--- src/rtl/msue_map.vh ---
// Purpose: constants of the M-sequence UART message engine
// Assumes: 20 MHz system clock
// Notes:   definitions only, included by msue_engine.v
`ifndef MSUE_MAP_VH
`define MSUE_MAP_VH

`define MSUE_CLK_HZ      20000000
`define MSUE_BAUD_COM3   230400
`define MSUE_BAUD_COM2   38400
`define MSUE_SUB_DIV     16
`define MSUE_GAP_BITS    4
`define MSUE_CK_SEED     8'h52
`define MSUE_BUF_DEPTH   15
`define MSUE_FIFO_DEPTH  8
`define MSUE_CKT_TYPE_M  8'hc0
`define MSUE_TYPE0       2'h0
`define MSUE_TYPE1       2'h1
`define MSUE_TYPE2       2'h2
`define MSUE_RW_BIT      7
`define MSUE_STOP_IDX    4'ha
`define MSUE_PAR_IDX     4'h9

`endif

--- src/rtl/msue_engine.v ---
// Purpose: M-sequence receive, checksum and reply engine on the CQ line
// Assumes: cq_rx_i is the line level after the analog threshold stage
// Notes:   host reaches the buffer and flags through plain ports
`timescale 1ns/10ps
`include "msue_map.vh"
module msue_engine (
    input  wire       clk_i,
    input  wire       reset_n_i,
    input  wire       cq_rx_i,
    output reg        cq_o,
    output reg        cq_oe_o,
    output reg        cq_hs_en_o,
    output reg        cq_ls_en_o,
    output reg        thr_ref_half_o,
    input  wire       baud_select_i,
    input  wire       threshold_reference_select_i,
    input  wire [3:0] type2_read_octets_i,
    input  wire [1:0] type1_ondemand_width_i,
    input  wire [1:0] type2_ondemand_width_i,
    input  wire       send_trigger_i,
    input  wire       end_trigger_i,
    input  wire [3:0] octet_count_i,
    input  wire       buf_we_i,
    input  wire [3:0] buf_addr_i,
    input  wire [7:0] buf_wdata_i,
    output reg  [7:0] buf_rdata_o,
    output reg  [3:0] octet_count_o,
    output reg        message_ready_flag_o,
    output reg        checksum_error_flag_o,
    output reg        message_event_o,
    output wire       transmit_state_o
);
    ////////////////////////////////////////////////////////////////////////
    // Timing constants
    localparam integer BIT_HI_N = `MSUE_CLK_HZ / `MSUE_BAUD_COM3;
    localparam integer BIT_LO_N = `MSUE_CLK_HZ / `MSUE_BAUD_COM2;
    localparam integer FLT_HI_N = (`MSUE_CLK_HZ + `MSUE_BAUD_COM3 *
                                   `MSUE_SUB_DIV - 1) /
                                  (`MSUE_BAUD_COM3 * `MSUE_SUB_DIV);
    localparam integer FLT_LO_N = (`MSUE_CLK_HZ + `MSUE_BAUD_COM2 *
                                   `MSUE_SUB_DIV - 1) /
                                  (`MSUE_BAUD_COM2 * `MSUE_SUB_DIV);
    localparam integer SUB_HI_N = BIT_HI_N / `MSUE_SUB_DIV;
    localparam integer SUB_LO_N = BIT_LO_N / `MSUE_SUB_DIV;
    localparam integer GAP_HI_N = BIT_HI_N * `MSUE_GAP_BITS;
    localparam integer GAP_LO_N = BIT_LO_N * `MSUE_GAP_BITS;
    localparam [9:0]   BIT_HI   = BIT_HI_N[9:0];
    localparam [9:0]   BIT_LO   = BIT_LO_N[9:0];
    localparam [5:0]   FLT_HI   = FLT_HI_N[5:0];
    localparam [5:0]   FLT_LO   = FLT_LO_N[5:0];
    localparam [5:0]   SUB_HI   = SUB_HI_N[5:0];
    localparam [5:0]   SUB_LO   = SUB_LO_N[5:0];
    localparam [11:0]  GAP_HI   = GAP_HI_N[11:0];
    localparam [11:0]  GAP_LO   = GAP_LO_N[11:0];
    localparam integer BUF_N    = `MSUE_BUF_DEPTH;
    localparam [3:0]   BUF_MAX  = BUF_N[3:0];

    // Engine states
    localparam [2:0] S_LISTEN = 3'h0;
    localparam [2:0] S_FRAME  = 3'h1;
    localparam [2:0] S_GAP    = 3'h2;
    localparam [2:0] S_WAIT   = 3'h3;
    localparam [2:0] S_TX     = 3'h4;

    ////////////////////////////////////////////////////////////////////////
    // Functions
    // Fold the 8-bit XOR into the 6-bit checksum
    function [5:0] compact;
        input [7:0] d;
        begin
            compact = {d[7] ^ d[5] ^ d[3] ^ d[1],
                       d[6] ^ d[4] ^ d[2] ^ d[0],
                       d[7] ^ d[6], d[5] ^ d[4],
                       d[3] ^ d[2], d[1] ^ d[0]};
        end
    endfunction

    // On-demand octets for a width code
    function [3:0] od_len;
        input [1:0] w;
        begin
            case (w)
                2'h1:    od_len = 4'h2;
                2'h2:    od_len = 4'h8;
                default: od_len = 4'h1;
            endcase
        end
    endfunction

    // Expected message length from MC and CKT octets
    function [4:0] exp_len;
        input [7:0] mc;
        input [7:0] ckt;
        reg   [4:0] n;
        begin
            n = 5'h2;
            case (ckt[7:6])
                `MSUE_TYPE0: n = mc[`MSUE_RW_BIT] ? 5'h2 : 5'h3;
                `MSUE_TYPE1: begin
                    if (type1_ondemand_width_i == 2'h0) begin
                        n = {1'b0, type2_read_octets_i} +
                            (mc[`MSUE_RW_BIT] ? 5'h0 :
                             {1'b0, od_len(type2_ondemand_width_i)});
                    end else begin
                        n = mc[`MSUE_RW_BIT] ? 5'h2 :
                            5'h2 + {1'b0, od_len(type1_ondemand_width_i)};
                    end
                end
                `MSUE_TYPE2: n = {1'b0, type2_read_octets_i} +
                    (mc[`MSUE_RW_BIT] ? 5'h0 :
                     {1'b0, od_len(type2_ondemand_width_i)});
                default: n = 5'h2;
            endcase
            exp_len = (n > {1'b0, BUF_MAX}) ? {1'b0, BUF_MAX} : n;
        end
    endfunction

    ////////////////////////////////////////////////////////////////////////
    // Declarations
    reg  [7:0]  mem [0:`MSUE_BUF_DEPTH-1];
    reg         rx_s1;
    reg         rx_s2;
    reg         rx_f;
    reg  [5:0]  flt_cnt;
    reg  [5:0]  sub_cnt;
    reg  [2:0]  state;
    reg  [9:0]  rx_cnt;
    reg  [3:0]  rx_idx;
    reg  [8:0]  rx_sh;
    reg  [11:0] gap_cnt;
    reg  [7:0]  rx_xor;
    reg  [7:0]  mc_oct;
    reg  [5:0]  rx_ck;
    reg  [4:0]  rx_exp;
    reg         rx_perr;
    reg  [3:0]  tx_n;
    reg  [3:0]  ld_idx;
    reg  [7:0]  ld_xor;
    reg         ser_busy;
    reg  [10:0] ser_sh;
    reg  [3:0]  ser_bit;
    reg  [9:0]  ser_cnt;
    wire [9:0]  bit_len;
    wire [5:0]  flt_len;
    wire [5:0]  sub_len;
    wire [11:0] gap_len;
    wire        sub_tick;
    wire        rx_bit;
    wire        start_seen;
    wire        ld_more;
    wire        ld_last;
    wire [7:0]  ld_raw;
    wire [7:0]  ld_data;
    wire        f_in_ready;
    wire        f_out_valid;
    wire [7:0]  f_out_data;
    wire        ser_pop;
    wire        tx_done;
    wire [7:0]  oct;
    wire [7:0]  oct_ck;
    wire [7:0]  acc_new;
    wire        oct_done;
    wire        last_oct;
    wire [4:0]  cur_exp;
    wire        trig;

    ////////////////////////////////////////////////////////////////////////
    // Rate selection
    assign bit_len = baud_select_i ? BIT_HI : BIT_LO;
    assign flt_len = baud_select_i ? FLT_HI : FLT_LO;
    assign sub_len = baud_select_i ? SUB_HI : SUB_LO;
    assign gap_len = baud_select_i ? GAP_HI : GAP_LO;
    assign sub_tick = (sub_cnt == sub_len - 6'h1);
    assign transmit_state_o = (state == S_WAIT) | (state == S_TX);
    assign trig = send_trigger_i | end_trigger_i;

    // Line sync, glitch filter and sixteenth-bit tick
    always @(posedge clk_i or negedge reset_n_i) begin
        if (!reset_n_i) begin
            rx_s1   <= 1'b0;
            rx_s2   <= 1'b0;
            rx_f    <= 1'b0;
            flt_cnt <= 6'h0;
            sub_cnt <= 6'h0;
            thr_ref_half_o <= 1'b0;
        end else begin
            rx_s1 <= cq_rx_i;
            rx_s2 <= rx_s1;
            thr_ref_half_o <= threshold_reference_select_i;
            if (rx_s2 == rx_f) begin
                flt_cnt <= 6'h0;
            end else if (flt_cnt + 6'h1 >= flt_len) begin
                rx_f    <= rx_s2;
                flt_cnt <= 6'h0;
            end else begin
                flt_cnt <= flt_cnt + 6'h1;
            end
            sub_cnt <= sub_tick ? 6'h0 : sub_cnt + 6'h1;
        end
    end

    // Logical bit is the inverted line; start bit is the line going high
    assign rx_bit     = ~rx_f;
    assign start_seen = ~rx_bit;

    ////////////////////////////////////////////////////////////////////////
    // Receive octet assembly and checksum
    assign oct      = rx_sh[7:0];
    // The type octet joins the sum with its checksum field cleared
    assign oct_ck   = (octet_count_o == 4'h1) ?
                      (oct & `MSUE_CKT_TYPE_M) : oct;
    assign acc_new  = rx_xor ^ oct_ck;
    assign oct_done = (state == S_FRAME) && (rx_cnt == 10'h0) &&
                      (rx_idx == `MSUE_STOP_IDX);
    // Length is known as the type octet lands, so use it in that cycle
    assign cur_exp  = (octet_count_o == 4'h1) ?
                      exp_len(mc_oct, oct) : rx_exp;
    assign last_oct = (octet_count_o != 4'h0) &&
                      (({1'b0, octet_count_o} + 5'h1 >= cur_exp) ||
                       (octet_count_o + 4'h1 == BUF_MAX));

    // Main sequence: listen, frames, gaps, wait for host, transmit
    always @(posedge clk_i or negedge reset_n_i) begin
        if (!reset_n_i) begin
            state   <= S_LISTEN;
            rx_cnt  <= 10'h0;
            rx_idx  <= 4'h0;
            rx_sh   <= 9'h0;
            gap_cnt <= 12'h0;
            rx_xor  <= `MSUE_CK_SEED;
            mc_oct  <= 8'h0;
            rx_ck   <= 6'h0;
            rx_exp  <= {1'b0, BUF_MAX};
            rx_perr <= 1'b0;
            tx_n    <= 4'h0;
            octet_count_o         <= 4'h0;
            message_ready_flag_o  <= 1'b0;
            checksum_error_flag_o <= 1'b0;
            message_event_o       <= 1'b0;
        end else begin
            message_event_o <= 1'b0;
            case (state)
                S_LISTEN, S_GAP: begin
                    gap_cnt <= gap_cnt + 12'h1;
                    if (start_seen) begin
                        state  <= S_FRAME;
                        rx_cnt <= {1'b0, bit_len[9:1]};
                        rx_idx <= 4'h0;
                        if (state == S_LISTEN) begin
                            octet_count_o <= 4'h0;
                            rx_xor  <= `MSUE_CK_SEED;
                            rx_perr <= 1'b0;
                            rx_exp  <= {1'b0, BUF_MAX};
                        end
                    end else if (state == S_GAP && gap_cnt > gap_len) begin
                        message_ready_flag_o  <= 1'b1;
                        checksum_error_flag_o <= 1'b1;
                        message_event_o       <= 1'b1;
                        state <= S_WAIT;
                    end
                end
                S_FRAME: begin
                    if (rx_cnt != 10'h0) begin
                        rx_cnt <= rx_cnt - 10'h1;
                    end else if (rx_idx == 4'h0 && rx_bit) begin
                        state <= (octet_count_o == 4'h0) ? S_LISTEN : S_GAP;
                    end else if (rx_idx != `MSUE_STOP_IDX) begin
                        if (rx_idx != 4'h0) begin
                            rx_sh <= {rx_bit, rx_sh[8:1]};
                        end
                        rx_idx <= rx_idx + 4'h1;
                        rx_cnt <= bit_len - 10'h1;
                    end else begin
                        mem[octet_count_o] <= oct;
                        octet_count_o <= octet_count_o + 4'h1;
                        rx_xor  <= acc_new;
                        gap_cnt <= 12'h0;
                        if ((^rx_sh) | ~rx_bit) begin
                            rx_perr <= 1'b1;
                        end
                        if (rx_idx == `MSUE_STOP_IDX && octet_count_o == 4'h0)
                        begin
                            mc_oct <= oct;
                        end
                        if (octet_count_o == 4'h1) begin
                            rx_ck  <= oct[5:0];
                            rx_exp <= exp_len(mc_oct, oct);
                        end
                        if (last_oct) begin
                            message_ready_flag_o <= 1'b1;
                            checksum_error_flag_o <=
                                (compact(acc_new) !=
                                 ((octet_count_o == 4'h1) ? oct[5:0] : rx_ck))
                                | rx_perr | (^rx_sh) | ~rx_bit;
                            message_event_o <= 1'b1;
                            state <= S_WAIT;
                        end else begin
                            state <= S_GAP;
                        end
                    end
                end
                S_WAIT: begin
                    if (send_trigger_i) begin
                        tx_n  <= octet_count_i;
                        state <= S_TX;
                    end else if (end_trigger_i) begin
                        state <= S_LISTEN;
                    end
                    if (trig) begin
                        message_ready_flag_o  <= 1'b0;
                        checksum_error_flag_o <= 1'b0;
                    end
                    if (buf_we_i) begin
                        mem[buf_addr_i] <= buf_wdata_i;
                    end
                end
                S_TX: begin
                    if (tx_done) begin
                        state <= S_LISTEN;
                    end
                end
                default: state <= S_LISTEN;
            endcase
        end
    end

    // Host read port of the buffer
    always @(posedge clk_i or negedge reset_n_i) begin
        if (!reset_n_i) begin
            buf_rdata_o <= 8'h0;
        end else begin
            buf_rdata_o <= (buf_addr_i < BUF_MAX) ? mem[buf_addr_i] : 8'h0;
        end
    end

    ////////////////////////////////////////////////////////////////////////
    // Reply loader: buffer into FIFO with running checksum
    assign ld_more = (state == S_TX) && (ld_idx < tx_n);
    assign ld_last = (ld_idx + 4'h1 == tx_n);
    assign ld_raw  = mem[ld_idx];
    assign ld_data = ld_last ?
                     {ld_raw[7:6], compact(ld_xor ^ ld_raw)} :
                     ld_raw;

    always @(posedge clk_i or negedge reset_n_i) begin
        if (!reset_n_i) begin
            ld_idx <= 4'h0;
            ld_xor <= `MSUE_CK_SEED;
        end else if (state != S_TX) begin
            ld_idx <= 4'h0;
            ld_xor <= `MSUE_CK_SEED;
        end else if (ld_more && f_in_ready) begin
            ld_idx <= ld_idx + 4'h1;
            ld_xor <= ld_xor ^ ld_raw;
        end
    end

    msue_fifo #(
        .WIDTH (8),
        .DEPTH (`MSUE_FIFO_DEPTH),
        .AW    (3)
    ) u_fifo (
        .clk_i       (clk_i),
        .reset_n_i   (reset_n_i),
        .in_valid_i  (ld_more),
        .in_ready_o  (f_in_ready),
        .in_data_i   (ld_data),
        .out_valid_o (f_out_valid),
        .out_ready_i (ser_pop),
        .out_data_o  (f_out_data)
    );

    ////////////////////////////////////////////////////////////////////////
    // Serializer, started on the sixteenth-bit tick
    assign ser_pop = ~ser_busy & f_out_valid & sub_tick;
    assign tx_done = ~ser_busy & ~f_out_valid & ~ld_more;

    always @(posedge clk_i or negedge reset_n_i) begin
        if (!reset_n_i) begin
            ser_busy <= 1'b0;
            ser_sh   <= 11'h7ff;
            ser_bit  <= 4'h0;
            ser_cnt  <= 10'h0;
        end else if (ser_pop) begin
            ser_busy <= 1'b1;
            ser_sh   <= {1'b1, ^f_out_data, f_out_data, 1'b0};
            ser_bit  <= 4'h0;
            ser_cnt  <= bit_len - 10'h1;
        end else if (ser_busy) begin
            if (ser_cnt != 10'h0) begin
                ser_cnt <= ser_cnt - 10'h1;
            end else begin
                ser_sh  <= {1'b1, ser_sh[10:1]};
                ser_cnt <= bit_len - 10'h1;
                ser_bit <= ser_bit + 4'h1;
                if (ser_bit == `MSUE_STOP_IDX) begin
                    ser_busy <= 1'b0;
                end
            end
        end
    end

    // Line drive: both switches on while replying
    always @(posedge clk_i or negedge reset_n_i) begin
        if (!reset_n_i) begin
            cq_o       <= 1'b0;
            cq_oe_o    <= 1'b0;
            cq_hs_en_o <= 1'b0;
            cq_ls_en_o <= 1'b0;
        end else begin
            cq_o       <= ser_busy ? ~ser_sh[0] : 1'b0;
            cq_oe_o    <= (state == S_TX);
            cq_hs_en_o <= (state == S_TX);
            cq_ls_en_o <= (state == S_TX);
        end
    end
endmodule // msue_engine

--- src/rtl/msue_fifo.v ---
// Purpose: synchronous FIFO with valid/ready on both sides
// Assumes: one clock, asynchronous active-low reset
// Notes:   in_ready_o low when full, out_valid_o low when empty
`timescale 1ns/10ps
module msue_fifo #(
    parameter WIDTH = 8,
    parameter DEPTH = 8,
    parameter AW    = 3
) (
    input  wire             clk_i,
    input  wire             reset_n_i,
    input  wire             in_valid_i,
    output wire             in_ready_o,
    input  wire [WIDTH-1:0] in_data_i,
    output wire             out_valid_o,
    input  wire             out_ready_i,
    output wire [WIDTH-1:0] out_data_o
);
    reg [WIDTH-1:0] mem [0:DEPTH-1];
    reg [AW-1:0]    wr_ptr;
    reg [AW-1:0]    rd_ptr;
    reg [AW:0]      fill;
    wire            push;
    wire            pop;

    // Honest full and empty from the fill level
    assign in_ready_o  = (fill != DEPTH[AW:0]);
    assign out_valid_o = (fill != {(AW+1){1'b0}});
    assign out_data_o  = mem[rd_ptr];
    assign push        = in_valid_i & in_ready_o;
    assign pop         = out_valid_o & out_ready_i;

    // Storage is written without reset
    always @(posedge clk_i) begin
        if (push) begin
            mem[wr_ptr] <= in_data_i;
        end
    end

    // Pointers and fill level
    always @(posedge clk_i or negedge reset_n_i) begin
        if (!reset_n_i) begin
            wr_ptr <= {AW{1'b0}};
            rd_ptr <= {AW{1'b0}};
            fill   <= {(AW+1){1'b0}};
        end else begin
            if (push) begin
                wr_ptr <= (wr_ptr == DEPTH[AW-1:0] - 1'b1) ?
                          {AW{1'b0}} : wr_ptr + 1'b1;
            end
            if (pop) begin
                rd_ptr <= (rd_ptr == DEPTH[AW-1:0] - 1'b1) ?
                          {AW{1'b0}} : rd_ptr + 1'b1;
            end
            if (push & ~pop) begin
                fill <= fill + 1'b1;
            end else if (pop & ~push) begin
                fill <= fill - 1'b1;
            end
        end
    end
endmodule // msue_fifo

--- config.mk ---
export PLATFORM = sky130hd
export DESIGN_NAME = msue_engine
export DESIGN_NICKNAME = d
export VERILOG_FILES = /design/src/rtl/msue_engine.v /design/src/rtl/msue_fifo.v
export VERILOG_INCLUDE_DIRS = /design/src /design/src/rtl
export SDC_FILE = /design/constraint.sdc
export NUM_CORES = 1
export LEC_CHECK = 0
export BUFFER_PORTS_ARGS = -buffer_cell sky130_fd_sc_hd__clkbuf_2
export CAP_MARGIN = 20
export CORE_UTILIZATION = 60
export DETAILED_ROUTE_END_ITERATION = 16
export HOLD_SLACK_MARGIN = 0.05
export PLACE_DENSITY = 0.75
export SETUP_SLACK_MARGIN = 0.1
export SLEW_MARGIN = 20
export SYNTH_ARGS = -nofsm -noshare
export SYNTH_HDL_FRONTEND = slang
export SYNTH_SLANG_ARGS = --single-unit
--- constraint.sdc ---
create_clock -name clk_i -period 9.22 [get_ports clk_i]
set_input_delay 0.461 -clock clk_i [delete_from_list [all_inputs] [get_ports clk_i]]
set_output_delay 0.461 -clock clk_i [all_outputs]
set_load 0.01 [all_outputs]
==> impl_metrics.ini <==
[status]
outcome = finished, final reports clean

[timing]
worst_pin_slew_ps = 1074
setup_slack_ps = 5381
setup-tns-final_ps = 0
final.min_clock_period_ps = 3839
finalMaxSlewViolations = 0
max_freq_mhz = 260.5
rsz0062_at_grt = false
skew_ps = 17.61
fin_hold_ws_ps = 225.3
final.period_utilization_pct = 41.64
finalHoldViolCount = 0
slew_headroom_pct = 28.15
setup_violations = 0

[power]
ir_worst_vdd_uv = 163.7
finalPower_mw = 4.314
powerDensity_nw_per_um2 = 234.6
leakage_nw = 7.387

[placed_design]
port_buffers = 52
placed_area_um2 = 17220
place_inst = 1679
dp_hpwl_um = 22890
pre_cts_ws_ps = 5151
gp_congestion = 0.8468

[detailed_routing]
first_pass_iters = 5
drc_errors = 0
viasPerCell = 6.015
wl_um = 34790
first_iter_violations = 830
wl_per_cell_um = 19.92
ant_nets = 0
vias = 10500

[critical_path]
arrival_ps = 3980
crit_type = flop to flop
max_stage_delay_ps = 790
path_cells = inv_1, ha_1, or3b_2, nor4_4, nand2_4, nor2_2, a32oi_1, or2_2, nor2_1
cp-end-kind = flop
required_ps = 9360
crit_slowest_cell = nor2_1
startpoint_type = flop
cp_max_fo = 10

[finish]
final_core_util_pct = 67.67
mostFrequentLayoutCells = edfxtp_1, dfrtp_1, nor2_1
final_cells = 1746
drive_gt1_share_pct = 19.00
final_common_cell = edfxtp_1
fin_nets = 1435
syn2layout_area_growth_pct = 9.760
final_area_um2 = 18390
antennaDiodeCount = 0

[synthesis]
ys_seq_area_share_pct = 54.48
synth_ff_type = edfxtp_1
synth_compound_area_share_pct = 7.819
synthSimpleGateAreaFrac_pct = 11.37
synth_top_cell_area_share_pct = 32.98
muxShareOfSynthArea_pct = 13.73
yosys-top-cells-area = edfxtp_1, dfrtp_1, mux4_2, ha_1, dfstp_2
synth_cells = 1301
synth-async-reset-ratio_pct = 43.73
syn-mean-instance-area_um2 = 12.88
synthesis.nets = 1389
synth_top_family_by_area = multiplexers
synth_edf_count = 184
synth_warnings = 0
yosys.area_share.adder_pct = 4.272
synth_area_um2 = 16750
synth.distinct_cells = 83
synth_top_cell_by_area = edfxtp_1
ys_ff_latch = 327
synth_xor_area_share_pct = 5.250

[clock_network]
clock_latency_ps = 520
path_clk_slew_ps = 60
cts_resized = 0
cts_max_level = 2
clockBufferDepth = 3
cts_root_buffer = clkbuf_16
postCtsSetupRepairBufs = 0
cts_num_sinks = 327
cts_tree = built
cts_hold_buf = 3
cts_made_buffers = 35

[die]
die_x_um = 169.1
io_pins = 53
coreArea_um2 = 27180
row_count = 60
fp.dieArea_um2 = 28600
die_y_um = 169.1
floorplan.initialDensity_pct = 61.65

[global_route]
overflow = 0
track_usage_pct = 25.86
grt_pass1_wl_um = 56980
grt_pass1_vias = 10690
grt_max_degree = 58
antenna_found_initial = 0

[run]
maxCapViolCount = 0

[hold_path]
hp-class = input pin to flop
## state kept, by name (all words and copies together), names as in the netlist, 4 cells and up
name,flops
ld_xor,8
rx_cnt,10
rx_xor,8
rx_idx,4
ser_sh,10
rx_exp,5
u_fifo.fill,4
ser_bit,4
u_fifo.mem,64
rx_ck,6
mem,120
rx_sh,9
octet_count_o,4
buf_rdata_o,8
ld_idx,4
flt_cnt,6
sub_cnt,6
gap_cnt,12
tx_n,4
ser_cnt,10
## routing by layer
metal | wire, um | GRT usage [%]
met3 | 1942 | 3.905
met4 | 1012 | 9.910
met2 | 17170 | 42.87
met5 | 0 | 0
met1 | 14660 | 34.79
## critical path, delay by kind of cell (launching register included)
family                     cells  cell delay [ps]
AOI/OAI and AO/OA              1              180
adders and majority gates      1              170
buffers and inverters          1               70
DFF                            1              420
and+or+nand+nor                6             2620
## logic make-up (layout without fill, tap and decap cells)
group,after synthesis,after routing
AO/OA/AOI/OAI,208,208
XOR/XNOR,95,95
adder cells (fa/ha/maj),56,56
buffers and inverters,97,170
flip-flops,327,327
multiplexers,129,129
AND/OR/NAND/NOR,389,389
## path summary, 6_finish.rpt
| check | startpoint | to | slack [ps] | cells after the start |
|---|---|---|---|---|
| max | rx_cnt[0] | mem[3][6] | 5380 | 9 |
| min | octet_count_i[0] | tx_n[0] | 230 | 2 |
| max reg2reg | rx_cnt[0] | mem[3][6] | 5380 | 9 |
| min reg2reg | rx_s1 | rx_s2 | 360 | 0 |
| max in group asynchronous | reset_n_i | ld_idx[0] | 7020 | 4 |
| min in group asynchronous | reset_n_i | ser_bit[2] | 460 | 2 |
## layout make-up
type | instances | area, um2
flip-flops and latches | 327 | 9131
fillers | 1958 | 8786
multi-input cells | 877 | 7117
clock buffers | 47 | 930.9
well taps | 372 | 465.4
repair buffers | 69 | 401.6
clock inverters | 17 | 205.2
inverters | 37 | 138.9
## cell usage after synthesis (3+ instances only)
cell       instances
edfxtp_1         184
dfrtp_1          123
nor2_1           117
nand2_1          115
o21ai_0           73
mux4_2            57
xnor2_1           55
ha_1              54
a21oi_1           51
inv_1             36
xor2_1            36
mux2i_1           32
clkbuf_1          31
nand3_1           24
nor2b_1           24
mux2_2            23
dfstp_2           20
nor3_1            20
nand2b_1          17
mux4_1            14
buf_2             12
or3_1             12
a31oi_1           11
and3_1            10
o31ai_1            9
o221a_2            8
a21o_1             7
a22o_1             7
buf_6              6
nor3b_1            6
o22ai_1            6
or2_2              6
clkbuf_8           5
nand4_1            5
a2111oi_0          4
a211oi_1           4
a22oi_1            4
and2_1             4
or4_1              4
a32oi_1            3
and2b_2            3
## where the power goes
part	total, mW	internal [mW]	switching, mW
logic	0.987	0.432	0.555
clock network	1.40	0.830	0.569
registers	1.93	1.74	0.193
(Power assumes the default switching activity.)
